$ cat config.mk
export PLATFORM = sky130hd
export DESIGN_NAME = sipm_power_manager
export DESIGN_NICKNAME = d
export VERILOG_FILES = /design/src/rtl/sipm_pkg.sv /design/src/rtl/sipm_power_manager.sv
export SDC_FILE = /design/constraint.sdc
export NUM_CORES = 1
export LEC_CHECK = 0
export BUFFER_PORTS_ARGS = -buffer_cell sky130_fd_sc_hd__buf_2
export CAP_MARGIN = 20
export CORE_MARGIN = 1
export CORE_UTILIZATION = 30
export DETAILED_ROUTE_END_ITERATION = 10
export GPL_TIMING_DRIVEN = 0
export PLACE_DENSITY_LB_ADDON = 0.08
export REMOVE_ABC_BUFFERS = 1
export SYNTH_ARGS = -nofsm -noshare
export SYNTH_HDL_FRONTEND = slang
export SYNTH_SLANG_ARGS = --single-unit
$ cat constraint.sdc
create_clock -name core_clk_in -period 2.6 [get_ports core_clk_in]
set_clock_uncertainty 0.15 [all_clocks]
set_input_delay 0.13 -clock core_clk_in [delete_from_list [all_inputs] [get_ports core_clk_in]]
set_output_delay 0.13 -clock core_clk_in [all_outputs]
set_load 0.01 [all_outputs]
$ cat src/rtl/sipm_pkg.sv
// Package for the sleep and idle power manager: register map, fields, states and carriers.
// Assumes a 32-bit Avalon-MM register port and one 200 MHz core clock.
package sipm_pkg;

    ////////////////////////////////////////////////////////////////////////////
    // Register map and fields
    localparam logic [1:0] SIPM_CTRL_ADDR = 2'h0;
    localparam logic [1:0] SIPM_STATUS_ADDR = 2'h1;
    localparam int SIPM_IDLE_EN_BIT = 0;
    localparam int SIPM_SCS_LSB = 1;
    localparam int SIPM_TWO_SPEED_BIT = 3;
    localparam int SIPM_FSCM_BIT = 4;
    localparam int SIPM_WDT_SEL_BIT = 5;
    localparam int SIPM_SEC_EN_BIT = 6;
    localparam int SIPM_CTRL_W = 7;
    localparam logic [SIPM_CTRL_W-1:0] SIPM_CTRL_RESET = 7'h00;
    localparam logic [31:0] SIPM_ZERO_WORD = 32'h0000_0000;

    ////////////////////////////////////////////////////////////////////////////
    // Clock source select encodings
    localparam logic [1:0] SIPM_SRC_PRI = 2'h0;
    localparam logic [1:0] SIPM_SRC_SEC = 2'h1;
    localparam logic [1:0] SIPM_SRC_INT = 2'h2;

    // Default CPU start delay in core clock cycles
    localparam int SIPM_START_DELAY_DEF = 8;
    localparam int SIPM_DLY_W = 8;

    ////////////////////////////////////////////////////////////////////////////
    // Mode states, one-hot
    typedef enum logic [4:0] {
        SIPM_ST_RUN = 5'b00001,
        SIPM_ST_SLEEP = 5'b00010,
        SIPM_ST_IDLE = 5'b00100,
        SIPM_ST_WAKE_WAIT = 5'b01000,
        SIPM_ST_START_DLY = 5'b10000
    } sipm_state_t;

    // Software controls
    typedef struct packed {
        logic sec_osc_en;
        logic wdt_sel;
        logic fscm_en;
        logic two_speed_en;
        logic [1:0] system_clock_select;
        logic idle_on_sleep_enable;
    } sipm_ctrl_t;

    // Oscillator ready inputs: internal, secondary, primary
    typedef struct packed {
        logic internal_rc_source;
        logic sec;
        logic pri;
    } sipm_rdy_t;

    // Clock gating and oscillator enables toward the clock tree
    typedef struct packed {
        logic cpu_clk_en;
        logic periph_clk_en;
        logic [1:0] sys_clk_sel;
        logic pri_osc_en;
        logic sec_osc_en;
        logic internal_rc_source_en;
    } sipm_clk_t;

endpackage : sipm_pkg

$ cat src/rtl/sipm_power_manager.sv
// Sleep and idle power manager: mode FSM, clock gating, oscillator keep-alive, start delay.
// Assumes CPU core and wake sources on core_clk_in; oscillator ready pins are asynchronous.
//
// Functional notes
// - Sleep instruction with idle enable clear enters Sleep, clears clock status flags.
// - In Sleep/Idle, internal RC runs if watchdog selected; secondary runs if enabled.
// - After Sleep wake with two-speed and fail-safe off, no clocks until the selected source is ready.
// - Two-speed or fail-safe enabled: wake from Sleep runs on internal oscillator.
// - Primary clock status flag set once primary clock drives the device; code sets it only on a Run-mode switch or Sleep wake onto primary.
// - Wake never alters idle enable or system clock select bits.
// - Sleep instruction with idle enable set stops CPU unless secondary is selected but not enabled; peripherals keep selected clock.
// - Idle entry leaves clock status flags unchanged.
// - Idle exits only on interrupt, watchdog time-out or reset.
// - After Idle wake, CPU waits the start delay before executing.
// - CPU resumes on the same clock source used during Idle.
// - Watchdog wake goes to the Run mode the clock select bits choose.
// - Primary idle keeps primary clock running; no warm-up on wake.
// - Primary idle clocks peripherals from primary source; status flag stays set.
// - Primary idle wake clocks CPU from primary after the start delay.
// - Status flag stays set across primary idle wake.
`timescale 1ns/1ps
module sipm_power_manager
    import sipm_pkg::*;
#(
    parameter int START_DELAY_CYCLES = SIPM_START_DELAY_DEF
) (
    // Clock, reset, enable
    input wire logic core_clk_in,
    input wire logic rst_b_in,
    input wire logic ce_in,
    // Avalon-MM slave
    input wire logic [1:0] avs_address_in,
    input wire logic avs_read_in,
    input wire logic avs_write_in,
    input wire logic [31:0] avs_writedata_in,
    output logic [31:0] avs_readdata_out,
    output logic avs_waitrequest_out,
    // CPU core and wake sources
    input wire logic sleep_instr_in,
    input wire logic irq_wake_in,
    input wire logic watchdog_timer_timeout_in,
    input wire logic [3:0] oscillator_config_bits_in,
    // Oscillator ready pins
    input wire sipm_rdy_t osc_rdy_in,
    // Clock tree controls and status
    output sipm_clk_t clk_ctl_out,
    output logic primary_clock_status_flag_out
);

    ////////////////////////////////////////////////////////////////////////////
    // State
    typedef struct packed {
        sipm_state_t st;
        sipm_ctrl_t ctrl;
        logic [1:0] act_src;
        logic flag;
        logic [SIPM_DLY_W-1:0] dly_cnt;
        sipm_rdy_t rdy_s1;
        sipm_rdy_t rdy_s2;
        logic ack;
        logic [31:0] rdata;
    } sipm_regs_t;

    localparam logic [SIPM_DLY_W-1:0] DLY_LOAD = SIPM_DLY_W'(START_DELAY_CYCLES - 1);

    sipm_regs_t state_reg;
    sipm_regs_t state_next;
    logic bus_req;
    logic bus_done;
    logic wr_ctrl;
    logic sel_rdy;
    logic wake_ev;

    assign bus_req = avs_read_in | avs_write_in;
    assign bus_done = bus_req & state_reg.ack & ce_in;
    assign avs_waitrequest_out = bus_req & ~bus_done;
    assign avs_readdata_out = state_reg.rdata;
    assign wr_ctrl = avs_write_in & bus_done & (avs_address_in == SIPM_CTRL_ADDR);
    assign wake_ev = irq_wake_in | watchdog_timer_timeout_in;

    // Readiness of the source named by the clock select bits
    always_comb begin
        case (state_reg.ctrl.system_clock_select)
            SIPM_SRC_PRI: sel_rdy = state_reg.rdy_s2.pri;
            SIPM_SRC_SEC: sel_rdy = state_reg.rdy_s2.sec;
            default: sel_rdy = state_reg.rdy_s2.internal_rc_source;
        endcase
    end

    ////////////////////////////////////////////////////////////////////////////
    // Next state
    always_comb begin
        state_next = state_reg;
        state_next.rdy_s1 = osc_rdy_in;
        state_next.rdy_s2 = state_reg.rdy_s1;
        // Register port: one wait cycle, then answer
        state_next.ack = bus_req & ~state_reg.ack;
        if (bus_req & ~state_reg.ack) begin
            case (avs_address_in)
                SIPM_CTRL_ADDR: state_next.rdata = {25'h000_0000, state_reg.ctrl};
                SIPM_STATUS_ADDR: state_next.rdata = {16'h0000, oscillator_config_bits_in, 1'b0,
                    state_reg.rdy_s2, state_reg.flag, state_reg.act_src, state_reg.st};
                default: state_next.rdata = SIPM_ZERO_WORD;
            endcase
        end
        if (wr_ctrl) begin
            state_next.ctrl = avs_writedata_in[SIPM_CTRL_W-1:0];
        end
        case (state_reg.st)
            SIPM_ST_RUN: begin
                if (sleep_instr_in & ~state_reg.ctrl.idle_on_sleep_enable) begin
                    state_next.st = SIPM_ST_SLEEP;
                    state_next.flag = 1'b0;
                end else if (sleep_instr_in & ~(state_reg.ctrl.system_clock_select == SIPM_SRC_SEC
                        & ~state_reg.ctrl.sec_osc_en)) begin
                    // Idle keeps flags; peripherals move to the selected source
                    state_next.st = SIPM_ST_IDLE;
                    state_next.act_src = state_reg.ctrl.system_clock_select;
                end else if (state_reg.act_src != state_reg.ctrl.system_clock_select & sel_rdy) begin
                    state_next.act_src = state_reg.ctrl.system_clock_select;
                    state_next.flag = (state_reg.ctrl.system_clock_select == SIPM_SRC_PRI);
                end
            end
            SIPM_ST_SLEEP: begin
                // Forget stale ready flags so the wake waits for a fresh one
                state_next.rdy_s1 = '0;
                state_next.rdy_s2 = '0;
                if (wake_ev) begin
                    state_next.st = SIPM_ST_WAKE_WAIT;
                end
            end
            SIPM_ST_IDLE: begin
                if (wake_ev) begin
                    state_next.st = SIPM_ST_START_DLY;
                    state_next.dly_cnt = DLY_LOAD;
                end
            end
            SIPM_ST_WAKE_WAIT: begin
                if (state_reg.ctrl.two_speed_en | state_reg.ctrl.fscm_en) begin
                    state_next.act_src = SIPM_SRC_INT;
                    state_next.st = SIPM_ST_START_DLY;
                    state_next.dly_cnt = DLY_LOAD;
                end else if (sel_rdy) begin
                    state_next.act_src = state_reg.ctrl.system_clock_select;
                    state_next.flag = (state_reg.ctrl.system_clock_select == SIPM_SRC_PRI);
                    state_next.st = SIPM_ST_START_DLY;
                    state_next.dly_cnt = DLY_LOAD;
                end
            end
            SIPM_ST_START_DLY: begin
                if (state_reg.dly_cnt == '0) begin
                    state_next.st = SIPM_ST_RUN;
                end else begin
                    state_next.dly_cnt = state_reg.dly_cnt - 1'b1;
                end
            end
            default: begin
                state_next.st = SIPM_ST_RUN;
            end
        endcase
    end

    always_ff @(posedge core_clk_in or negedge rst_b_in) begin
        if (!rst_b_in) begin
            state_reg.st <= SIPM_ST_RUN;
            state_reg.ctrl <= SIPM_CTRL_RESET;
            state_reg.act_src <= SIPM_SRC_PRI;
            state_reg.flag <= 1'b0;
            state_reg.dly_cnt <= '0;
            state_reg.rdy_s1 <= '0;
            state_reg.rdy_s2 <= '0;
            state_reg.ack <= 1'b0;
            state_reg.rdata <= SIPM_ZERO_WORD;
        end else if (ce_in) begin
            state_reg <= state_next;
        end
    end

    ////////////////////////////////////////////////////////////////////////////
    // Clock tree controls
    logic in_low;
    logic need_sel;
    assign in_low = (state_reg.st == SIPM_ST_SLEEP) | (state_reg.st == SIPM_ST_IDLE);
    assign need_sel = (state_reg.st != SIPM_ST_SLEEP);

    always_comb begin
        clk_ctl_out.cpu_clk_en = (state_reg.st == SIPM_ST_RUN);
        clk_ctl_out.periph_clk_en = (state_reg.st == SIPM_ST_RUN) | (state_reg.st == SIPM_ST_IDLE)
            | (state_reg.st == SIPM_ST_START_DLY);
        clk_ctl_out.sys_clk_sel = state_reg.act_src;
        // Selected oscillator stops only in Sleep
        clk_ctl_out.pri_osc_en = need_sel & ((state_reg.act_src == SIPM_SRC_PRI)
            | (state_reg.ctrl.system_clock_select == SIPM_SRC_PRI));
        clk_ctl_out.sec_osc_en = state_reg.ctrl.sec_osc_en | (need_sel & ((state_reg.act_src == SIPM_SRC_SEC)
            | (state_reg.ctrl.system_clock_select == SIPM_SRC_SEC)));
        clk_ctl_out.internal_rc_source_en = state_reg.ctrl.wdt_sel | (need_sel & (~in_low
            | state_reg.act_src == SIPM_SRC_INT)) | (state_reg.ctrl.system_clock_select[1] & need_sel);
    end
    assign primary_clock_status_flag_out = state_reg.flag;
endmodule : sipm_power_manager

# Yosys cells after proc, flatten, opt, wreduce, memory -nomap -nowiden

Cells that the tools add are included.

Add/subtract/negate cells: 1
Multipliers: 0
Divide/modulo/power cells: 0
Order comparisons: 0
Equality and inequality tests: 23
Shift operators: 0
Multiplexer cells: 24
Bitwise logic cells: 32
Reduce and logical (&&, ||, !) cells: 12

Operators with widths:

| operator            | number |
|---|---|
| $mux 5              | 7 |
| $pmux 16 s2         | 1 |
| $pmux 5 s5          | 1 |
| $mux 8              | 3 |
| $pmux 8 s3          | 1 |
| $and 1x1->1         | 14 |
| $ne 2x2->1 const B  | 7 |
| $or 1x1->1          | 12 |
| $reduce_and 6->1    | 2 |
| $mux 11             | 1 |
| $reduce_and 5->1    | 2 |
| $ne 3x1->1 const B  | 3 |
| $logic_not 8->1     | 1 |
| $sub 8x1->8 const B | 1 |
| $eq 2x1->1 const B  | 3 |
| $logic_not 2->1     | 3 |
| $mux 2              | 3 |
| $mux 6              | 1 |
| $ne 3x3->1 const B  | 2 |
| $not 1->1           | 6 |
| $pmux 3 s2          | 1 |
| $eq 5x1->1 const B  | 1 |
| $eq 5x2->1 const B  | 1 |
| $eq 5x3->1 const B  | 1 |
| other kinds (11)    | 14 |

Bits in registers: 62
Latch bits: 0
Memory bits (writable): 0
ROM bits: 0
Bits of input ports: 49
Memories: 0

# Longest topological paths before layout

Gate-level depths: netlist of the first run.

Word-level depth: 7
Mapped depth: 7
Depth with buffers taken out: 6

# Least setup slack after synthesis of the first run

OpenSTA, ideal clock, no wires.

Kind: register to register
Start point: register state_reg[51] in the netlist's numbering
End point: register state_reg[60] in the netlist's numbering
Library setup time: 0.128 ns
Arrival time: 1.716 ns
Slack: 0.606 ns
Cell stages (with the launch flop): 7
Buffers on the path: 1
Period minus slack after synthesis: 1.994 ns
Path through: dfrtp_1 -> buf_6 -> mux2_4 -> o21a_4 -> o221a_4 -> o2111ai_2 -> mux2_1

Word-level cells in the longest chain between the ends: 6
Elaborated cells between the ends (all ways): 9
Classes of those cells: 3 x eq/ne; 1 x mux; 3 x bitwise; 2 x reduce/logical

RTL lines:

| what                                | line                                                | text |
|---|---|---|
| start: declaration                  | sipm_power_manager.sv:66                            | `sipm_regs_t state_reg;` |
| start signal: assignment            | sipm_power_manager.sv:175                           | `state_reg <= state_next;` |
| $eq 2x1->1                          | sipm_power_manager.sv:83, sipm_power_manager.sv:114 |  |
| $and 1x1->1                         | sipm_power_manager.sv:115                           | `& ~state_reg.ctrl.sec_osc_en)) begin` |
| $not 1->1                           | sipm_power_manager.sv:114                           | `end else if (sleep_instr_in & ~(state_reg.ctrl.system_clock_select == SIPM_SRC_SEC` |
| $and 1x1->1                         | sipm_power_manager.sv:114                           |  |
| $ne 3x1->1 (no source line)         | -                                                   |  |
| $reduce_and 6->1 (no source line) * | -                                                   |  |

Mark *: on every way between the ends. The rest lies on a longest branch, timed or not.
A chain may end at the register's enable or synchronous reset.

# Worst setup path in the final report of the first run

Start point: register state_reg[61] in the netlist's numbering
End point: register state_reg[61] in the netlist's numbering

Word-level cells in the longest chain between the ends: 3
Elaborated cells between the ends (all ways): 12
Classes of those cells: 10 x eq/ne; 1 x mux; 1 x reduce/logical

RTL lines:

| what                                                      | line                      | text |
|---|---|---|
| $eq 5x4->1, or another cell as far along                  | sipm_power_manager.sv:109 | `case (state_reg.st)` |
| $ne 3x3->1 (no source line), or another cell as far along | -                         |  |
| $reduce_and 6->1 (no source line)                         | -                         |  |

Several ways; a longest one is shown, not always the timed one.

==> results.sh, run 1 <==
export IMPL_holdWs_ns=0.09067
export IMPL_synth_compound_area_frac=0.1550
export IMPL_core_um2=8382
export IMPL_setup_viol=0
export IMPL_cp_max_fo=8
export IMPL_hold_violations=0
export IMPL_place_congestion=0.7646
export IMPL_start_kind="flip-flop"
export IMPL_dr_total_vias=2014
export IMPL_layout_drive_gt1_share=0.2415
export IMPL_power_density_nw_per_um2=896.6
export IMPL_drtIter0Drc=64
export IMPL_max_freq_ghz=0.4517
export IMPL_antenna_found_initial=0
export IMPL_async_flop_share=1.000
export IMPL_cap_violations=0
export IMPL_routed_wl_um=6152
export IMPL_initial_core_util=0.3169
export IMPL_wl_per_cell_um=14.37
export IMPL_period_share=0.8515
export IMPL_clk_pin_slew_ns=0.09
export IMPL_reg2reg_slack_ns=0.39
export IMPL_die_h_um=96.10
export IMPL_post_route_min_period_ns=2.214
export IMPL_cts_htree_levels=2
export IMPL_slowest_stage="dfrtp_1"
export IMPL_drc_errors=0
export IMPL_cts_resized=0
export IMPL_worst_hold_path_type="input pin to flip-flop"
export IMPL_netlist_area_um2=2656
export IMPL_design_area_um2=3078
export IMPL_drt_pre_antenna_iters=4
export IMPL_cts_buffers_inserted=5
export IMPL_syn_inst=282
export IMPL_synth_flop_cell="dfrtp_1"
export IMPL_cp_data_required_time_ns=2.64
export IMPL_vias_per_cell=4.706
export IMPL_diodes=0
export IMPL_synth_xor_area_share=0.01319
export IMPL_end_kind="flip-flop"
export IMPL_slew_limit_headroom=0.5233
export IMPL_track_usage=0.1457
export IMPL_postCtsSetupBuffers=0
export IMPL_clock_latency_ns=0.31
export IMPL_gr_total_overflow=0
export IMPL_hpwl_um=4305
export IMPL_rows=33
export IMPL_cts_tree="built"
export IMPL_io_pins=90
export IMPL_synth_edf_count=0
export IMPL_fin_util=0.3672
export IMPL_path_class="flip-flop to flip-flop"
export IMPL_die_area_um2=9234
export IMPL_vdd_ir_drop_worst_uv=291.2
export IMPL_yosys_area_share_simple=0.1602
export IMPL_largest_reg_flops=27
export IMPL_status="completed"
export IMPL_grt_pass1_vias=1934
export IMPL_tightest_slew_ns=0.7125
export IMPL_setup_tns_ns=0
export IMPL_ant_nets=0
export IMPL_yosys_area_share_adder=0.009421
export IMPL_grt_setup_unrepaired="false"
export IMPL_synth_top_family_by_area="simple AND/OR/NAND/NOR gates"
export IMPL_final_nets=373
export IMPL_die_w_um=96.10
export IMPL_post_synth_cell_area_avg_um2=9.419
export IMPL_synth_cell_types=50
export IMPL_port_buffers=47
export IMPL_muxShareOfSynthArea=0.09609
export IMPL_cts_root_buffer="clkbuf_8"
export IMPL_crit_path_max_incr_delay_ns=0.49
export IMPL_grt_pass1_wl_um=9977
export IMPL_worstPathArrival_ns=2.25
export IMPL_ys_warnings_count=0
export IMPL_cts_buffer_depth=2
export IMPL_clock_sinks=45
export IMPL_yosysSeqAreaShare=0.4244
export IMPL_drv_slew=0
export IMPL_cts_hold_buffers=16
export IMPL_area_growth_pct=15.87
export IMPL_placed_cell_area_um2=2763
export IMPL_grt_max_degree=46
export IMPL_leakage_uw=0.001445
export IMPL_ys_seq_elements=45
export IMPL_crit_chain="nor3_1 -> nand3b_1 -> inv_1 -> nand2_1 -> o2111ai_2 -> mux2_1"
[per-stage QoR]
step	setup WS (ns)	std cells	total power [uW]
2_1_floorplan	0.6304	250	1801
3_3_place_gp	0.3596	402	2184
3_5_place_dp	0.4277	402	2186
4_1_cts	0.3994	426	2785
5_1_grt	0.2554	428	2987
6_report	0.3862	428	2760
[critical path: cells and delay by family, from the launching register on]
family                 cells  cell delay [ns]
DFF                        1             0.49
and+or+nand+nor            3             0.55
muxes                      1             0.37
AOI/OAI and AO/OA          1             0.35
buffers and inverters      1             0.18
[cells in the mapped netlist, types with 5 or more instances]
cell,count,share of area
buf_4,34,0.096
clkbuf_1,9,0.013
dfrtp_1,44,0.41
inv_1,14,0.020
mux2_2,8,0.034
mux2i_1,9,0.034
nand2_1,37,0.052
nand3_1,5,0.0094
nor2_1,18,0.025
nor3_1,7,0.013
o21ai_0,13,0.024
o22ai_1,7,0.016
o31ai_1,13,0.037
[final timing paths]
path                                                 start                               end  depth (start not counted)
max                              state_reg[61]$_DFFE_PN0P_         state_reg[61]$_DFFE_PN0P_                          6
min                                                  ce_in         state_reg[33]$_DFFE_PN0P_                          3
max reg2reg                      state_reg[61]$_DFFE_PN0P_         state_reg[61]$_DFFE_PN0P_                          6
min reg2reg                avs_readdata_out[3]$_DFFE_PN0P_   avs_readdata_out[3]$_DFFE_PN0P_                          2
max in group asynchronous                         rst_b_in         state_reg[46]$_DFFE_PN0P_                          3
min in group asynchronous                         rst_b_in  avs_readdata_out[14]$_DFFE_PN0P_                          2
[metal layers]
layer  vias to the layer above  GRT usage  wire, um  part of all wire
met4                         0    0.04478        70             0.011
met5                         -          0         0                 0
met3                         5    0.03239       269             0.044
li1                       1005          -         -                 -
met2                        57     0.2323      2687              0.44
met1                       947     0.1958      3124              0.51
[report_power, final]
group / leakage (uW) / switching (uW) / internal (uW)
Combinational: 0.000811 / 593 / 473
Sequential: 0.000577 / 233 / 888
Clock: 0.0000574 / 260 / 313
Total: 0.00145 / 1090 / 1670
[layout make-up]
class | instances | area [um^2]
sequential | 45 | 1127
clock inverter | 2 | 37.54
timing repair buffer | 65 | 430.4
clock buffer | 6 | 82.58
fill | 899 | 5304
inverter | 14 | 52.55
tap | 105 | 131.4
multi-input combinational | 191 | 1216
[cell usage in the layout, fill, tap and decap left out, types with 5 or more instances in the layout]
| cell type | n |
|---|---|
| nor2_1 | 18 |
| dfrtp_1 | 44 |
| inv_1 | 14 |
| clkbuf_8 | 6 |
| conb_1 | 17 |
| o31ai_1 | 13 |
| buf_2 | 47 |
| dlygate4sd3_1 | 16 |
| mux2_2 | 8 |
| nor3_1 | 7 |
| nand2_1 | 37 |
| nand3_1 | 5 |
| mux2i_1 | 9 |
| o22ai_1 | 7 |
| o21ai_0 | 13 |
[cells by family after synthesis]
group,after synthesis
AOI/OAI and AO/OA,56
xor gates and xnor gates,4
adders and majority gates,2
buffers and inverters,62
DFF,45
muxes,23
other,1
and+or+nand+nor,89
(Power assumes the default switching activity.)
==> inputs of run 2 (changes only) <==
--- a/config.mk
+++ b/config.mk
@@ -5,8 +5,9 @@
 export SDC_FILE = /design/constraint.sdc
 export NUM_CORES = 1
 export LEC_CHECK = 0
+export ABC_AREA = 1
 export BUFFER_PORTS_ARGS = -buffer_cell sky130_fd_sc_hd__buf_2
-export CAP_MARGIN = 20
+export CORE_ASPECT_RATIO = 1.25
 export CORE_MARGIN = 1
 export CORE_UTILIZATION = 30
 export DETAILED_ROUTE_END_ITERATION = 10
==> run 2 against run 1 <==
Against the previous run: clock-buffer cell count unchanged; register-to-register slack better by 0.27 ns; critical path depth down 1; area after synthesis up 4.5%; sequential power down 9%; non-clock buffer count down 3; combinational power up 4%; critical path type is now flip-flop to output port.
==> results.sh, run 2 <==
export IMPL_status="completed"
export IMPL_holdWs_ns=0.02736
export IMPL_vdd_ir_drop_worst_uv=276.2
export IMPL_layout_drive_gt1_share=0.2217
export IMPL_grt_pass1_vias=2295
export IMPL_cp_data_required_time_ns=2.32
export IMPL_synth_cell_types=38
export IMPL_synth_edf_count=0
export IMPL_clock_sinks=45
export IMPL_gr_total_overflow=0
export IMPL_post_route_min_period_ns=2.182
export IMPL_swShare=0.4274
export IMPL_final_common_cell="nand2_1"
export IMPL_clk_pin_slew_ns=0.09
export IMPL_grt_max_degree=46
export IMPL_power_frac_seq=0.380
export IMPL_slew_limit_headroom=0.2967
export IMPL_drtIter0Drc=63
export IMPL_pwr_share_clk=0.207
export IMPL_area_growth_pct=15.19
export IMPL_tightest_slew_ns=1.055
export IMPL_netlist_area_um2=2776
export IMPL_routed_wl_um=6923
export IMPL_setup_viol=0
export IMPL_yosysMostFrequentCell="nand2_1"
export IMPL_synth_common_cells="106 x nand2_1, 44 x dfrtp_1, 36 x nand3_1"
export IMPL_wl_per_cell_um=13.16
export IMPL_ant_nets=0
export IMPL_vias_per_cell=4.418
export IMPL_die_area_um2=9646
export IMPL_muxShareOfSynthArea=0
export IMPL_port_buffers=47
export IMPL_largest_reg_flops=27
export IMPL_setup_slack_ns=0.4180
export IMPL_multi_input_area_um2=1284
export IMPL_diodes=0
export IMPL_seq_area_um2=1127
export IMPL_max_freq_ghz=0.4583
export IMPL_p_comb_frac=0.413
export IMPL_setup_tns_ns=0
export IMPL_synth_flop_cell="dfrtp_1"
export IMPL_final_nets=456
export IMPL_syn_inst=359
export IMPL_io_pins=90
export IMPL_synth_top_family_by_area="simple AND/OR/NAND/NOR gates"
export IMPL_synth_compound_area_frac=0.09103
export IMPL_worstPathArrival_ns=1.90
export IMPL_intPower_uw=1539
export IMPL_grt_pass1_wl_um=11520
export IMPL_period_share=0.8392
export IMPL_start_kind="flip-flop"
export IMPL_worst_hold_path_type="input pin to flip-flop"
export IMPL_cts_htree_levels=2
export IMPL_yosys_area_share_simple=0.3362
export IMPL_hold_violations=0
export IMPL_post_synth_cell_area_avg_um2=7.734
export IMPL_holdCritStartpoint="avs_address_in[1]"
export IMPL_antenna_found_initial=0
export IMPL_ys_warnings_count=0
export IMPL_p_switching_uw=1149
export IMPL_core_um2=8843
export IMPL_preCtsSetupSlack_ns=0.3474
export IMPL_cts_buffers_inserted=5
export IMPL_hpwl_um=4990
export IMPL_grt_setup_unrepaired="false"
export IMPL_cts_root_buffer="clkbuf_8"
export IMPL_cts_tree="built"
export IMPL_track_usage=0.1576
export IMPL_die_w_um=88.05
export IMPL_drv_slew=0
export IMPL_drt_pre_antenna_iters=4
export IMPL_end_kind="output port"
export IMPL_yosysSeqAreaShare=0.4060
export IMPL_rows=38
export IMPL_rr_startpoint="state_reg[52]$_DFFE_PN0P_"
export IMPL_leakage_uw=0.001696
export IMPL_cp_max_fo=9
export IMPL_die_h_um=109.6
export IMPL_fill_cells=1020
export IMPL_place_congestion=0.8006
export IMPL_synth_xor_area_share=0.003155
export IMPL_dr_total_vias=2324
export IMPL_cap_violations=0
export IMPL_power_density_nw_per_um2=840.6
export IMPL_synth_largest_area_cell="dfrtp_1"
export IMPL_cts_resized=0
export IMPL_synth_area_leaders="dfrtp_1 40%, nand2_1 14%, buf_4 9.2%"
export IMPL_layout_common_cells="106 x nand2_1, 47 x buf_2, 44 x dfrtp_1"
export IMPL_async_flop_share=1.000
export IMPL_cts_buffer_depth=2
export IMPL_clock_latency_ns=0.31
export IMPL_synth_top_area_share=0.3966
export IMPL_drc_errors=0
export IMPL_path_class="flip-flop to output port"
export IMPL_initial_core_util=0.3140
export IMPL_ys_seq_elements=45
export IMPL_yosys_area_share_adder=0.009013
export IMPL_critPathLaunch="state_reg[57]$_DFFE_PN1P_"
run 2: worst paths after layout:
path,endpoint,slack [ns],depth (start not counted)
min in group asynchronous,state_reg[43]$_DFFE_PN0P_,0.40,2
max in group asynchronous,state_reg[59]$_DFFE_PN0P_,1.24,2
worst max-delay path,clk_ctl_out[0],0.42,5
worst min register to register,avs_readdata_out[13]$_DFFE_PN0P_,0.33,2
worst max register to register,state_reg[59]$_DFFE_PN0P_,0.66,8
worst min-delay path,avs_readdata_out[15]$_DFFE_PN0P_,0.03,4
run 2: routing by layer:
layer  vias up  global-route usage  part of all wire
met3        12             0.02553             0.033
met5         -                   0                 0
met4         0             0.04839             0.017
li1       1191                   -                 -
met1      1074              0.2078              0.47
met2        47              0.2636              0.48
run 2: worst max-delay path: stages, from the launching register on:
cell and delay [ns]:
dfstp_2 0.64, nor2_1 0.09, nand3_1 0.32, inv_1 0.15, o211ai_1 0.23, buf_2 0.17
run 2: kinds of logic after synthesis:
family / after synthesis
simple gates: 197
fa+ha+maj: 2
xor+xnor: 1
compound gates: 38
flops: 45
buf+inv: 75
other cells: 1
run 2: through the flow:
stage	power (uW)	util	cells	instance area, um^2
floorplan	1779	-	336	2551
detailed placement	2137	0.3321	503	2937
finish	2688	0.3616	526	3198
CTS	2727	0.3616	526	3198
global placement	2134	0.3321	503	2937
global route	2927	0.3616	526	3198
run 2: final cells by class:
cell class                 instances  share of cell area
timing repair buffer              62              0.1205
clock buffer                       6             0.02269
clock inverter                     2             0.01213
multi-input combinational        255              0.4014
inverter                          36             0.04382
sequential                        45              0.3525
tap                              120             0.04695
run 2: what timing repair did:
action,4_1_cts,5_1_grt
endpoints found under the setup margin,0,0
setup buffers,0,0
hold buffers,15,0
hold endpoints to repair,58,0
run 2: power groups by stage:
stage	sequential [uW]	clock, uW	combinational [uW]
6_report	1020	557	1110
5_1_grt	1050	607	1270
4_1_cts	1020	580	1120
3_5_place_dp	1030	0	1100
3_3_place_gp	1040	0	1100
2_1_floorplan	1020	0	754
==> inputs of run 3 (changes only) <==
--- a/config.mk
+++ b/config.mk
@@ -5,7 +5,7 @@
 export SDC_FILE = /design/constraint.sdc
 export NUM_CORES = 1
 export LEC_CHECK = 0
-export ABC_AREA = 1
+export ABC_AREA = 0
 export BUFFER_PORTS_ARGS = -buffer_cell sky130_fd_sc_hd__buf_2
 export CORE_ASPECT_RATIO = 1.25
 export CORE_MARGIN = 1
==> constraint.sdc (replaced) <==
create_clock -name core_clk_in -period 2.2 [get_ports core_clk_in]
set_clock_uncertainty 0.15 [all_clocks]
set_input_delay 0.11 -clock core_clk_in [delete_from_list [all_inputs] [get_ports core_clk_in]]
set_output_delay 0.11 -clock core_clk_in [all_outputs]
set_load 0.01 [all_outputs]
==> run 3 against run 2 <==
Against the previous run: clock power decreased by 9.9%; worst hold slack improved by 0.063 ns; sequential share of layout area increased by 1.3 points; final cell count down 16%; combinational power is 19% higher; first-iteration DRC count increased by 13%; wire length is 12% lower; core utilization fell by 0.43 points; clock-buffer cell count stayed put; via count down 13%; flip-flop and latch count stayed put; register-to-register slack worse by 0.53 ns.
==> results.sh, run 3 (synthesis gave the netlist of run 1 again) <==
export IMPL_slowest_stage="dfrtp_2"
export IMPL_r2r_end="state_reg[60]$_DFFE_PN0P_"
export IMPL_whs_endpoint="state_reg[38]$_DFFE_PN0P_"
export IMPL_worst_hold_path_type="input pin to flip-flop"
export IMPL_setup_viol=0
export IMPL_port_buffers=47
export IMPL_layout_common_cells="47 x buf_2, 42 x dfrtp_1, 37 x nand2_1"
export IMPL_start_kind="flip-flop"
export IMPL_leakage_uw=0.001424
export IMPL_crit_path_max_incr_delay_ns=0.48
export IMPL_diodes=0
export IMPL_dr_total_vias=2027
export IMPL_pwr_share_clk=0.159
export IMPL_io_pins=90
export IMPL_grt_pass1_wl_um=9639
export IMPL_swShare=0.4107
export IMPL_vias_per_cell=4.576
export IMPL_drt_pre_antenna_iters=4
export IMPL_cts_tree="built"
export IMPL_largest_reg_flops=27
export IMPL_reg2reg_depth=5
export IMPL_antenna_found_initial=0
export IMPL_cp_data_required_time_ns=2.23
export IMPL_post_place_cells=417
export IMPL_layoutNonFillerInstCount=443
export IMPL_drc_errors=0
export IMPL_hold_violations=0
export IMPL_clock_sinks=45
export IMPL_fin_util=0.3573
export IMPL_hold_path_depth=3
export IMPL_power_frac_seq=0.421
export IMPL_cpLargestDelayFamily="multiplexers"
export IMPL_preCtsSetupSlack_ns=-0.008672
export IMPL_vdd_ir_drop_worst_uv=499.3
export IMPL_status="completed"
export IMPL_cts_htree_levels=2
export IMPL_path_buf_inv=0
export IMPL_power_density_nw_per_um2=1020
export IMPL_p_switching_uw=1296
export IMPL_rr_startpoint="state_reg[51]$_DFFE_PN0P_"
export IMPL_initial_core_util=0.3070
export IMPL_cts_root_buffer="clkbuf_8"
export IMPL_final_common_cell="buf_2"
export IMPL_ant_nets=0
export IMPL_critPathLaunch="state_reg[51]$_DFFE_PN0P_"
export IMPL_path_class="flip-flop to flip-flop"
export IMPL_die_w_um=86.17
export IMPL_layout_drive_gt1_share=0.2570
export IMPL_max_freq_ghz=0.4839
export IMPL_gr_total_overflow=0
export IMPL_reg2reg_slack_ns=0.13
export IMPL_clk_pin_slew_ns=0.09
export IMPL_slew_limit_headroom=0.3057
export IMPL_cap_violations=0
export IMPL_drv_slew=0
export IMPL_tightest_slew_ns=1.041
export IMPL_cts_buffers_inserted=5
export IMPL_design_area_um2=3092
export IMPL_period_share=0.9393
export IMPL_worstPathArrival_ns=2.09
export IMPL_drtIter0Drc=71
export IMPL_grt_pass1_vias=1894
export IMPL_clock_latency_ns=0.30
export IMPL_hpwl_um=4230
export IMPL_cts_buffer_depth=2
export IMPL_area_growth_pct=16.39
export IMPL_placed_cell_area_um2=2781
export IMPL_place_congestion=0.7583
export IMPL_post_route_min_period_ns=2.067
export IMPL_die_area_um2=9237
export IMPL_track_usage=0.1351
export IMPL_holdCritStartpoint="ce_in"
export IMPL_wl_per_cell_um=13.75
export IMPL_end_kind="flip-flop"
export IMPL_intPower_uw=1859
export IMPL_grt_max_degree=46
export IMPL_final_nets=373
export IMPL_p_comb_frac=0.420
export IMPL_core_um2=8653
export IMPL_routed_wl_um=6092
export IMPL_die_h_um=107.2
export IMPL_cp_max_fo=7
export IMPL_setup_slack_ns=0.1334
export IMPL_rows=38
export IMPL_crit_chain="mux2_4 -> o21a_4 -> o221a_4 -> o2111ai_4 -> mux2_1"
==> run 3: how the worst max path moves through the flow <==
stage,cells after the start,end
6_report,5,state_reg[60]$_DFFE_PN0P_
5_1_grt,6,state_reg[60]$_DFFE_PN0P_
4_1_cts,5,state_reg[40]$_DFFE_PN0P_
3_5_place_dp,6,state_reg[60]$_DFFE_PN0P_
3_3_place_gp,6,state_reg[60]$_DFFE_PN0P_
2_1_floorplan,5,state_reg[60]$_DFFE_PN0P_
==> run 3: worst register-to-register path: stages (launching register included) <==
cell and delay, ns:
dfrtp_2 0.48, mux2_4 0.34, o21a_4 0.22, o221a_4 0.31, o2111ai_4 0.10, mux2_1 0.35
==> run 3: final cells by class <==
class / instances / area (um^2)
fillers: 921 / 5562
multi-input cells: 192 / 1274
flip-flops and latches: 45 / 1130
repair buffers: 64 / 402.9
well taps: 120 / 150.1
clock buffers: 6 / 72.57
inverters: 14 / 52.55
clock inverters: 2 / 10.01
==> run 3: repair_timing <==
action | CTS | global route
cloned | 0 | 1
setup buffers | 0 | 1
pin swaps | 0 | 1
gates resized for setup | 3 | 8
hold buffers | 16 | 0
endpoints found under the setup margin | 3 | 11
endpoints found under the hold margin | 65 | 0
==> run 3: metal layers <==
| metal | GRT usage | routed length (um) | part of all wire | vias up |
|---|---|---|---|---|
| li1 | - | - | - | 1007 |
| met1 | 0.1746 | 2818 | 0.46 | 964 |
| met2 | 0.2262 | 2970 | 0.49 | 50 |
| met3 | 0.02771 | 230 | 0.038 | 6 |
| met4 | 0.03929 | 73 | 0.012 | 0 |
| met5 | 0 | 0 | 0 | - |
==> run 3: power by group through the flow <==
stage / registers (uW) / logic, uW / clock network [uW]
after floorplan: 1290 / 839 / 0
after global placement: 1330 / 1250 / 0
after detailed placement: 1340 / 1250 / 0
after CTS: 1320 / 1300 / 531
after global routing: 1370 / 1480 / 560
final: 1330 / 1320 / 502
==> run 3: through the flow <==
| step | total power (uW) | hold slack [ns] | TNS [ns] |
|---|---|---|---|
| after floorplan | 2129 | -0.3356 | 0 |
| after global placement | 2581 | 0.1940 | -0.03355 |
| after detailed placement | 2590 | 0.1977 | -0.008672 |
| after CTS | 3153 | 0.08925 | 0 |
| after global routing | 3408 | 0.1178 | -0.004242 |
| final | 3154 | 0.09000 | 0 |
